<file path="config.mk">
export PLATFORM = sky130hd
export DESIGN_NAME = cabinet_option_and_uv_control
export DESIGN_NICKNAME = d
export VERILOG_FILES = /design/src/hdl/cab_pkg.sv /design/src/hdl/tick_if.sv /design/src/hdl/blink_timebase.sv /design/src/hdl/cabinet_option_and_uv_control.sv
export SDC_FILE = /design/constraint.sdc
export NUM_CORES = 1
export LEC_CHECK = 0
export BUFFER_PORTS_ARGS = -buffer_cell sky130_fd_sc_hd__buf_2
export CORE_MARGIN = 4
export CORE_UTILIZATION = 40
export DETAILED_ROUTE_END_ITERATION = 12
export PLACE_DENSITY = 0.68
export SETUP_SLACK_MARGIN = 0.1
export SKIP_LAST_GASP = 1
export SYNTH_ARGS = -nofsm -noshare
export SYNTH_HDL_FRONTEND = slang
export SYNTH_HIERARCHICAL = 1
export SYNTH_SLANG_ARGS = --single-unit
</file>
<file path="constraint.sdc">
create_clock -name pclk -period 4.1 [get_ports pclk]
set_clock_uncertainty 0.2 [all_clocks]
set_input_delay 0.615 -clock pclk [delete_from_list [all_inputs] [get_ports pclk]]
set_output_delay 0.615 -clock pclk [all_outputs]
set_load 0.01 [all_outputs]
</file>
<file path="src/hdl/cab_pkg.sv">
// shared constants for the cabinet option and ultraviolet control block
package cab_pkg;
    // clock and timing figures
    localparam int unsigned CLK_HZ = 25_000_000;
    localparam int unsigned HOLD_TIME_S = 3;
    localparam int unsigned SLOW_HALF_MS = 500;
    localparam int unsigned FAST_HALF_MS = 125;
    localparam int unsigned SEC_PER_HOUR = 3600;
    localparam logic [12:0] UV_LIMIT_H = 13'd5000;
    localparam logic [12:0] UV_STEP_H = 13'd450;

    // key positions in the key vector
    localparam int NKEYS = 9;
    localparam int K_MENU = 0;
    localparam int K_HIDDEN = 1;
    localparam int K_BLOWER = 2;
    localparam int K_LIGHT = 3;
    localparam int K_UP = 4;
    localparam int K_DOWN = 5;
    localparam int K_UV = 6;
    localparam int K_OUTLET = 7;
    localparam int K_CANCEL = 8;

    // option count and sync option bit positions
    localparam int NOPT = 7;
    localparam int OPT_FAN = 0;
    localparam int OPT_ACC = 1;
    localparam int OPT_OUTLET = 2;
    localparam int OPT_LIGHT = 3;
    localparam int OPT_DC = 4;

    // register byte offsets
    localparam logic [7:0] REG_STATUS = 8'h00;
    localparam logic [7:0] REG_UV_TIMER = 8'h04;
    localparam logic [7:0] REG_OPTIONS = 8'h08;
    localparam logic [7:0] REG_UV_HOURS = 8'h0C;

    // reset values
    localparam logic [NOPT-1:0] OPT_RESET = 7'h00;
    localparam logic [15:0] UV_TIMER_RESET = 16'h0000;

    // menu and key sequence states
    typedef enum logic [2:0] {
        ST_IDLE = 3'b000,
        ST_HID = 3'b001,
        ST_SEQ_BLOWER = 3'b010,
        ST_SEQ_UP = 3'b011,
        ST_MENU_SYNC = 3'b100,
        ST_MENU_AIR = 3'b101
    } menu_state_e;
endpackage

</file>
<file path="src/hdl/tick_if.sv">
// timebase strobes and blink levels passed from the prescaler to the control logic
`timescale 1ns/1ps
interface tick_if;
    logic sec_tick;
    logic slow_blink;
    logic fast_blink;
    modport src (output sec_tick, output slow_blink, output fast_blink);
    modport dst (input sec_tick, input slow_blink, input fast_blink);
endinterface

</file>
<file path="src/hdl/blink_timebase.sv">
// prescale counters for the one-second tick and the two blink rates
`timescale 1ns/1ps
module blink_timebase #(
    parameter int unsigned SEC_CYCLES = 25_000_000,
    parameter int unsigned SLOW_HALF = 12_500_000,
    parameter int unsigned FAST_HALF = 3_125_000
) (
    input wire logic pclk,
    input wire logic presetn,
    tick_if.src tb
);
    logic [31:0] sec_cnt_r;
    logic [31:0] slow_cnt_r;
    logic [31:0] fast_cnt_r;

    // one-cycle strobe each second
    always_ff @(posedge pclk or negedge presetn) begin
        if (!presetn) begin
            sec_cnt_r <= 32'h0;
            tb.sec_tick <= 1'b0;
        end else if (sec_cnt_r == SEC_CYCLES - 1) begin
            sec_cnt_r <= 32'h0;
            tb.sec_tick <= 1'b1;
        end else begin
            sec_cnt_r <= sec_cnt_r + 32'h1;
            tb.sec_tick <= 1'b0;
        end
    end

    // slow blink square wave
    always_ff @(posedge pclk or negedge presetn) begin
        if (!presetn) begin
            slow_cnt_r <= 32'h0;
            tb.slow_blink <= 1'b0;
        end else if (slow_cnt_r == SLOW_HALF - 1) begin
            slow_cnt_r <= 32'h0;
            tb.slow_blink <= ~tb.slow_blink;
        end else begin
            slow_cnt_r <= slow_cnt_r + 32'h1;
        end
    end

    // fast blink square wave
    always_ff @(posedge pclk or negedge presetn) begin
        if (!presetn) begin
            fast_cnt_r <= 32'h0;
            tb.fast_blink <= 1'b0;
        end else if (fast_cnt_r == FAST_HALF - 1) begin
            fast_cnt_r <= 32'h0;
            tb.fast_blink <= ~tb.fast_blink;
        end else begin
            fast_cnt_r <= fast_cnt_r + 32'h1;
        end
    end
endmodule // blink_timebase

</file>
<file path="src/hdl/cabinet_option_and_uv_control.sv">
// front-panel option menu, relays, outlets and ultraviolet lamp control with APB status
//
// Summary of operation
// - menu held, then hidden, blower, light keys enter sync menu; blower red blinks fast
// - bar shows one of seven options; ultraviolet key moves left, outlet right
// - up or down toggles option; slow blink means off, fast means on
// - hidden key commits all changes and exits; cancel discards and exits
// - fan relay follows key unless synced, then changes only while blower runs
// - accessory outlet always on, or only while blower runs when synced
// - outlet power follows key; synced it tracks blower, key toggles while running
// - work light follows key; synced it tracks blower, key toggles while running
// - low-voltage output always on, or only while blower runs when synced
// - menu held, then hidden, up, down enter airflow menu with same behaviour
// - fan relay active while blower switched on by key and its LED lit; synced it changes only while blower runs
// - alarm relay active while airflow alarm present
// - lamp starts only with window closed; raising window stops it at once
// - timer set while lamp on turns lamp off at expiry
// - lamp hours accumulate; at limit ultraviolet and red LEDs blink fast
// - menu held plus three ultraviolet presses clears hours and alarm
// - menu and ultraviolet held for hold time show usage on bar
// - after power-up red LED blinks until any key is pressed
`timescale 1ns/1ps
module cabinet_option_and_uv_control #(
    parameter int unsigned SEC_CYCLES = 25_000_000,
    parameter int unsigned SLOW_HALF = 12_500_000,
    parameter int unsigned FAST_HALF = 3_125_000,
    parameter int unsigned HOLD_CYCLES = 75_000_000
) (
    input wire logic pclk,
    input wire logic presetn,
    input wire logic psel,
    input wire logic penable,
    input wire logic pwrite,
    input wire logic [7:0] paddr,
    input wire logic [31:0] pwdata,
    output logic [31:0] prdata,
    output logic pready,
    output logic pslverr,
    input wire logic [cab_pkg::NKEYS-1:0] keys,
    input wire logic window_closed,
    input wire logic blower_running,
    input wire logic airflow_alarm,
    output logic fan_relay,
    output logic alarm_relay,
    output logic acc_outlet,
    output logic outlet_power,
    output logic work_light,
    output logic dc_out,
    output logic uv_lamp,
    output logic led_blower,
    output logic led_blower_red,
    output logic led_uv,
    output logic led_alarm_red,
    output logic [cab_pkg::NOPT-1:0] led_bar
);
    import cab_pkg::*;

    tick_if tk ();
    menu_state_e state_r;
    logic [NKEYS+2:0] sync1_r, sync2_r, prev_r;
    logic [NKEYS-1:0] kd, kp;
    logic win_ok, run, aflow, run_rise, run_fall, any_press, normal, in_menu;
    logic [NOPT-1:0] sync_opt_r, air_opt_r, shadow_r;
    logic [2:0] sel_r;
    logic blower_on_r, fan_r, outlet_r, light_r, uv_r, pwr_flag_r;
    logic [15:0] uv_timer_r;
    logic [11:0] sec_cnt_r;
    logic [12:0] hours_r;
    logic [1:0] uv_press_r;
    logic [31:0] hold_cnt_r;
    logic show_usage, uv_replace, apb_wr;

    // number of lit bar segments, filling from the left (bar bit 0)
    function automatic logic [NOPT-1:0] bar_fill(input logic [12:0] h);
        logic [12:0] n;
        n = h / UV_STEP_H;
        if (n >= 13'(NOPT)) bar_fill = {NOPT{1'b1}};
        else bar_fill = NOPT'((13'h1 << n) - 13'h1);
    endfunction

    blink_timebase #(
        .SEC_CYCLES(SEC_CYCLES),
        .SLOW_HALF(SLOW_HALF),
        .FAST_HALF(FAST_HALF)
    ) u_timebase (
        .pclk(pclk),
        .presetn(presetn),
        .tb(tk.src)
    );

    // two-stage synchronisers for every pin input, then a third stage for edges
    always_ff @(posedge pclk or negedge presetn) begin
        if (!presetn) begin
            sync1_r <= '0;
            sync2_r <= '0;
            prev_r <= '0;
        end else begin
            sync1_r <= {airflow_alarm, blower_running, window_closed, keys};
            sync2_r <= sync1_r;
            prev_r <= sync2_r;
        end
    end

    assign kd = sync2_r[NKEYS-1:0];
    assign kp = sync2_r[NKEYS-1:0] & ~prev_r[NKEYS-1:0];
    assign win_ok = sync2_r[NKEYS];
    assign run = sync2_r[NKEYS+1];
    assign aflow = sync2_r[NKEYS+2];
    assign run_rise = run & ~prev_r[NKEYS+1];
    assign run_fall = ~run & prev_r[NKEYS+1];
    assign any_press = |kp;
    assign in_menu = (state_r == ST_MENU_SYNC) || (state_r == ST_MENU_AIR);
    // ordinary key actions are blocked while the menu key is held or a menu is open
    assign normal = (state_r == ST_IDLE) && !kd[K_MENU];

    // key sequence and menu state machine
    always_ff @(posedge pclk or negedge presetn) begin
        if (!presetn) begin
            state_r <= ST_IDLE;
        end else begin
            unique case (state_r)
                ST_IDLE: begin
                    if (kd[K_MENU] && kp[K_HIDDEN]) state_r <= ST_HID;
                end
                ST_HID: begin
                    if (!kd[K_MENU]) state_r <= ST_IDLE;
                    else if (kp[K_BLOWER]) state_r <= ST_SEQ_BLOWER;
                    else if (kp[K_UP]) state_r <= ST_SEQ_UP;
                    else if (any_press) state_r <= ST_IDLE;
                end
                ST_SEQ_BLOWER: begin
                    if (!kd[K_MENU]) state_r <= ST_IDLE;
                    else if (kp[K_LIGHT]) state_r <= ST_MENU_SYNC;
                    else if (any_press) state_r <= ST_IDLE;
                end
                ST_SEQ_UP: begin
                    if (!kd[K_MENU]) state_r <= ST_IDLE;
                    else if (kp[K_DOWN]) state_r <= ST_MENU_AIR;
                    else if (any_press) state_r <= ST_IDLE;
                end
                ST_MENU_SYNC, ST_MENU_AIR: begin
                    if (kp[K_HIDDEN] || kp[K_CANCEL]) state_r <= ST_IDLE;
                end
                default: state_r <= ST_IDLE;
            endcase
        end
    end

    // selection cursor and shadow copy of the open menu's options
    always_ff @(posedge pclk or negedge presetn) begin
        if (!presetn) begin
            sel_r <= 3'h0;
            shadow_r <= OPT_RESET;
        end else if (state_r == ST_SEQ_BLOWER && kd[K_MENU] && kp[K_LIGHT]) begin
            sel_r <= 3'h0;
            shadow_r <= sync_opt_r;
        end else if (state_r == ST_SEQ_UP && kd[K_MENU] && kp[K_DOWN]) begin
            sel_r <= 3'h0;
            shadow_r <= air_opt_r;
        end else if (in_menu) begin
            // cursor stops at the ends rather than wrapping
            if (kp[K_UV] && sel_r != 3'h0) sel_r <= sel_r - 3'h1;
            else if (kp[K_OUTLET] && sel_r != 3'(NOPT - 1)) sel_r <= sel_r + 3'h1;
            if (kp[K_UP] || kp[K_DOWN]) shadow_r[sel_r] <= ~shadow_r[sel_r];
        end
    end

    // active option sets change only on accept
    always_ff @(posedge pclk or negedge presetn) begin
        if (!presetn) begin
            sync_opt_r <= OPT_RESET;
            air_opt_r <= OPT_RESET;
        end else if (kp[K_HIDDEN] && !kp[K_CANCEL]) begin
            if (state_r == ST_MENU_SYNC) sync_opt_r <= shadow_r;
            if (state_r == ST_MENU_AIR) air_opt_r <= shadow_r;
        end
    end

    // blower switched on by key, and fan relay with optional running sync
    always_ff @(posedge pclk or negedge presetn) begin
        if (!presetn) begin
            blower_on_r <= 1'b0;
            fan_r <= 1'b0;
        end else begin
            if (normal && kp[K_BLOWER]) blower_on_r <= ~blower_on_r;
            if (!sync_opt_r[OPT_FAN]) fan_r <= blower_on_r;
            else if (run) fan_r <= blower_on_r;
        end
    end

    // outlet power and work light: key toggle, or blower tracking when synced
    always_ff @(posedge pclk or negedge presetn) begin
        if (!presetn) begin
            outlet_r <= 1'b0;
            light_r <= 1'b0;
        end else begin
            if (!sync_opt_r[OPT_OUTLET]) begin
                if (normal && kp[K_OUTLET]) outlet_r <= ~outlet_r;
            end else if (run_rise) outlet_r <= 1'b1;
            else if (run_fall) outlet_r <= 1'b0;
            else if (run && normal && kp[K_OUTLET]) outlet_r <= ~outlet_r;
            if (!sync_opt_r[OPT_LIGHT]) begin
                if (normal && kp[K_LIGHT]) light_r <= ~light_r;
            end else if (run_rise) light_r <= 1'b1;
            else if (run_fall) light_r <= 1'b0;
            else if (run && normal && kp[K_LIGHT]) light_r <= ~light_r;
        end
    end

    assign apb_wr = psel && penable && pwrite && (paddr == REG_UV_TIMER);

    // timer in seconds; a bus write wins over the countdown in the same cycle
    always_ff @(posedge pclk or negedge presetn) begin
        if (!presetn) begin
            uv_timer_r <= UV_TIMER_RESET;
        end else if (apb_wr) begin
            uv_timer_r <= pwdata[15:0];
        end else if (uv_r && tk.sec_tick && uv_timer_r != 16'h0) begin
            uv_timer_r <= uv_timer_r - 16'h1;
        end
    end

    // lamp on/off: window interlock overrides everything
    always_ff @(posedge pclk or negedge presetn) begin
        if (!presetn) begin
            uv_r <= 1'b0;
        end else if (!win_ok) begin
            uv_r <= 1'b0;
        end else if (uv_r && tk.sec_tick && uv_timer_r == 16'h1 && !apb_wr) begin
            uv_r <= 1'b0;
        end else if (normal && kp[K_UV]) begin
            uv_r <= ~uv_r;
        end
    end

    // lamp hour meter; saturates rather than wrapping past the counter width
    always_ff @(posedge pclk or negedge presetn) begin
        if (!presetn) begin
            sec_cnt_r <= 12'h0;
            hours_r <= 13'h0;
        end else if (state_r == ST_IDLE && kd[K_MENU] && kp[K_UV] && uv_press_r == 2'h2) begin
            sec_cnt_r <= 12'h0;
            hours_r <= 13'h0;
        end else if (uv_r && tk.sec_tick) begin
            if (sec_cnt_r == 12'(SEC_PER_HOUR - 1)) begin
                sec_cnt_r <= 12'h0;
                if (hours_r != 13'h1FFF) hours_r <= hours_r + 13'h1;
            end else begin
                sec_cnt_r <= sec_cnt_r + 12'h1;
            end
        end
    end

    // ultraviolet presses counted while the menu key stays held
    always_ff @(posedge pclk or negedge presetn) begin
        if (!presetn) begin
            uv_press_r <= 2'h0;
        end else if (!kd[K_MENU] || state_r != ST_IDLE) begin
            uv_press_r <= 2'h0;
        end else if (kp[K_UV]) begin
            uv_press_r <= (uv_press_r == 2'h2) ? 2'h0 : uv_press_r + 2'h1;
        end
    end

    // hold timer for the usage display
    always_ff @(posedge pclk or negedge presetn) begin
        if (!presetn) begin
            hold_cnt_r <= 32'h0;
        end else if (!(kd[K_MENU] && kd[K_UV]) || state_r != ST_IDLE) begin
            hold_cnt_r <= 32'h0;
        end else if (hold_cnt_r != HOLD_CYCLES) begin
            hold_cnt_r <= hold_cnt_r + 32'h1;
        end
    end

    assign show_usage = (hold_cnt_r == HOLD_CYCLES);
    assign uv_replace = (hours_r >= UV_LIMIT_H);

    // power interruption flag set by reset, cleared by any key
    always_ff @(posedge pclk or negedge presetn) begin
        if (!presetn) pwr_flag_r <= 1'b1;
        else if (any_press) pwr_flag_r <= 1'b0;
    end

    // registered outputs to relays, outlets and LEDs
    always_ff @(posedge pclk or negedge presetn) begin
        if (!presetn) begin
            fan_relay <= 1'b0;
            alarm_relay <= 1'b0;
            acc_outlet <= 1'b0;
            outlet_power <= 1'b0;
            work_light <= 1'b0;
            dc_out <= 1'b0;
            uv_lamp <= 1'b0;
            led_blower <= 1'b0;
            led_blower_red <= 1'b0;
            led_uv <= 1'b0;
            led_alarm_red <= 1'b0;
            led_bar <= '0;
        end else begin
            fan_relay <= fan_r;
            alarm_relay <= aflow;
            acc_outlet <= !sync_opt_r[OPT_ACC] || run;
            outlet_power <= outlet_r;
            work_light <= light_r;
            dc_out <= !sync_opt_r[OPT_DC] || run;
            uv_lamp <= uv_r && win_ok;
            led_blower <= blower_on_r;
            led_blower_red <= in_menu && tk.fast_blink;
            led_uv <= uv_replace ? tk.fast_blink : uv_r;
            led_alarm_red <= (uv_replace && tk.fast_blink) || aflow
                || (pwr_flag_r && tk.slow_blink);
            if (in_menu) begin
                led_bar <= NOPT'(7'h01 << sel_r)
                    & {NOPT{shadow_r[sel_r] ? tk.fast_blink : tk.slow_blink}};
            end else if (show_usage) begin
                led_bar <= bar_fill(hours_r);
            end else begin
                led_bar <= '0;
            end
        end
    end

    // APB slave: zero wait states, read data captured in the setup cycle
    assign pready = 1'b1;
    assign pslverr = psel && penable && !(paddr == REG_STATUS || paddr == REG_UV_TIMER
        || paddr == REG_OPTIONS || paddr == REG_UV_HOURS);

    always_ff @(posedge pclk or negedge presetn) begin
        if (!presetn) begin
            prdata <= 32'h0;
        end else if (psel && !penable) begin
            unique case (paddr)
                REG_STATUS: prdata <= {23'h0, light_r, outlet_r, in_menu, pwr_flag_r,
                    uv_replace, aflow, fan_r, blower_on_r, uv_r};
                REG_UV_TIMER: prdata <= {16'h0, uv_timer_r};
                REG_OPTIONS: prdata <= {17'h0, air_opt_r, 1'b0, sync_opt_r};
                REG_UV_HOURS: prdata <= {19'h0, hours_r};
                default: prdata <= 32'h0;
            endcase
        end
    end
endmodule // cabinet_option_and_uv_control

</file>
==> results.yml <==
floorplanning:
  die_w_microns: 198
  rows: 69
  start_util: 0.405
  dieArea_sq_um: 39000
  fp.coreArea_sq_um: 35500
  ios: 109
  dieHeight_microns: 198
sta:
  rsz0062_at_grt: "true"
  holdWs_ps: 113
  report.final.slew_viol_count: 0
  fin_crit_ps: 4430
  clock.fmax_mhz: 226
  fin_crit_sh: 1.08
  fin_ws_ps: -335
  tns_ps: -973
  final-setup-viol-count: 4
  worst_pin_slew_ps: 1100
  hold_viol_final: 0
  worst_slew_margin_rel: 0.263
run_status:
  outcome: "finished with violations"
  violations: "setup timing"
drt:
  drc: 0
  avgViaCountPerCell: 5.50
  drt-initial-drc-count: 748
  drtPass1Iterations: 5
  wire_per_inst_microns: 16.5
  routed_wl_microns: 35500
  ant_nets: 0
  vias: 11900
placement:
  postPlaceCellArea_sq_um: 15900
  gp_congestion: 0.876
  numPortBuffers: 75
  dp_hpwl_microns: 25300
power:
  power_density_nw_per_um2: 358
  power_mw: 6.28
  p_leak_nw: 7.51
  irDropWorstVdd_mv: 0.318
yosys:
  yosysWarningCount: 6
  netlist-cell-type-count: 88
  ys_ff_latch: 275
  syn_inst: 1477
  syn_avg_cell_area_sq_um: 9.73
  synth-edff-count: 0
  synth_top_area_share: 0.477
  yosys-top-cells-count: "dfrtp_1 (274), nor2_1 (164), nand2_1 (118)"
  synthArstFlopShare: 1.00
  synth_largest_area_cell: "dfrtp_1"
  synthMostInstantiatedCell: "dfrtp_1"
  synth_seq_area_share: 0.479
  synth-main-ff-cell: "dfrtp_1"
  synth_area_leaders: "dfrtp_1 (48%), xnor2_1 (5.1%), nor2_1 (4.3%), nand2_1 (3.1%), nand3_1 (3.0%)"
  synth_area_sq_um: 14400
clocking:
  path_clk_slew_ps: 60
  clockRootBuffer: "clkbuf_16"
  cts.sinks: 275
  clock_path_buffers: 3
  htree_levels: 1
  cts_tree: "built"
  insertion_delay_ps: 550
  tritoncts.num_buffers: 30
global_routing:
  grt_pass1_vias: 11600
  grt_start_max_net_pins: 112
  grt-ovfl-total: 0
  grt_use_total: 0.178
  antenna_found_initial: 1
  grt_pass1_wl_microns: 58400
setup_path:
  cp.arrival_ps: 4700
  cpLargestDelayFamily: "simple AND/OR/NAND/NOR gates"
  slowest_stage: "or4b_4"
  path_cells: "and4b_2 -> a221oi_4 -> buf_4 -> nor2_1 -> or3_1 -> o31a_1 -> a31o_1 -> or2_4 -> or4b_4 -> a41oi_2 -> nand2_1 -> ha_4 -> nand2_4 -> o22ai_1 -> a221o_1 -> o21ai_1"
  end_kind: "flop"
  cp.buffers_inverters: 1
  worstPathRequired_ps: 4370
  crit_fanout: 6
  criticalPathCategory: "reg -> reg"
  critPathMaxStageDelay_ps: 550
  start_kind: "flop"
flow_run:
  cap_violations: 0
finish:
  finish.utilization: 0.494
  fin_area_sq_um: 17500
  syn_to_final_growth_pct: 22.0
  drive_above_1_share: 0.219
  final_nets: 1746
worst_hold_path:
  hold_path.class: "in -> reg"
worst register-to-register path, stage by stage (launching register included):
cell      delay, ps
dfrtp_2         440
and4b_2         290
a221oi_4        320
buf_4           200
nor2_1           70
or3_1           370
o31a_1          340
a31o_1          200
or2_4           240
or4b_4          560
a41oi_2         200
nand2_1         120
ha_4            210
nand2_4          70
o22ai_1          80
a221o_1         310
o21ai_1         130
report_power, final:
group | internal [mW] | switching [mW] | leakage, nW | total, mW
Combinational | 0.156 | 0.227 | 3.37 | 0.382
Clock | 1.88 | 1.09 | 0.552 | 2.98
Sequential | 2.80 | 0.114 | 3.59 | 2.92
layout make-up:
cell class	instances	area [sq um]
antenna	1	2.50
tap	461	577
timing repair buffer	212	1490
clock inverter	18	272
sequential	275	6890
fill	3210	18000
inverter	38	143
multi-input combinational	1117	7320
clock buffer	37	838
state kept, by name, indices dropped and copies added, names as in the netlist, 7 cells and up:
name                   flops
sync1_r                   12
u_timebase/sec_cnt_r      32
prev_r                    10
sync_opt_r                 7
u_timebase/slow_cnt_r     32
prdata                    16
sync2_r                   12
air_opt_r                  7
uv_timer_r                16
hold_cnt_r                32
sec_cnt_r                 12
led_bar                    7
shadow_r                   7
u_timebase/fast_cnt_r     32
hours_r                   13
final timing paths:
path / startpoint / endpoint / slack, ps / depth (start not counted)
max: hours_r[11]$_DFFE_PN0P_ / led_bar[4]$_DFF_PN0_ / -330 / 16
min in group asynchronous: presetn / hold_cnt_r[10]$_DFFE_PN0P_ / 520 / 2
min: pwdata[5] / uv_timer_r[5]$_DFFE_PN0P_ / 110 / 3
min reg2reg: sync1_r[9]$_DFF_PN0_ / sync2_r[9]$_DFF_PN0_ / 150 / 0
max in group asynchronous: presetn / u_timebase/fast_cnt_r[23]$_DFF_PN0_ / 2270 / 3
max reg2reg: hours_r[11]$_DFFE_PN0P_ / led_bar[4]$_DFF_PN0_ / -330 / 16
cell usage in the layout, fill, tap and decap left out, types with 16 or more instances in the layout:
master / count
dfrtp_1: 267
xor2_1: 48
a21oi_1: 61
nand2_1: 115
mux2_2: 27
clkbuf_16: 31
nor2b_1: 16
nor3_1: 34
xnor2_1: 83
o21ai_0: 58
nand4_1: 61
nor2_1: 159
conb_1: 17
buf_2: 74
nand3_1: 85
or3_1: 17
and2_1: 16
inv_1: 38
nor4_1: 35
buf_4: 118
and3_1: 29
per-stage QoR:
stage	std cells	worst slack, ps
after floorplan	1492	-400
after global placement	2069	-354
after detailed placement	2069	-478
after CTS	2152	-308
after global routing	2159	-517
final	2159	-335
routing by layer:
layer	vias to the layer above	GRT usage	wire length (microns)
met5	-	0	0
met4	0	0.0548	1100
met3	70	0.0251	1630
met2	274	0.304	17300
met1	5829	0.238	15500
li1	5711	-	-
kinds of logic after synthesis:
group	after synthesis	synth area share
XOR/XNOR	131	0.0798
adder cells (fa/ha/maj)	15	0.0136
buffers and inverters	100	0.0328
AND/OR/NAND/NOR	666	0.243
AO/OA/AOI/OAI	240	0.109
other	2	0.000523
flip-flops	275	0.479
multiplexers	48	0.0419
timing repair:
| action | 4_1_cts | 5_1_grt |
|---|---|---|
| pin swaps | 19 | 27 |
| hold buffers | 13 | 0 |
| setup buffers | 15 | 8 |
| resized for setup | 21 | 30 |
| hold endpoints to repair | 118 | 0 |
| endpoints found under the setup margin | 5 | 7 |
Power figures use the tool's default switching activity.
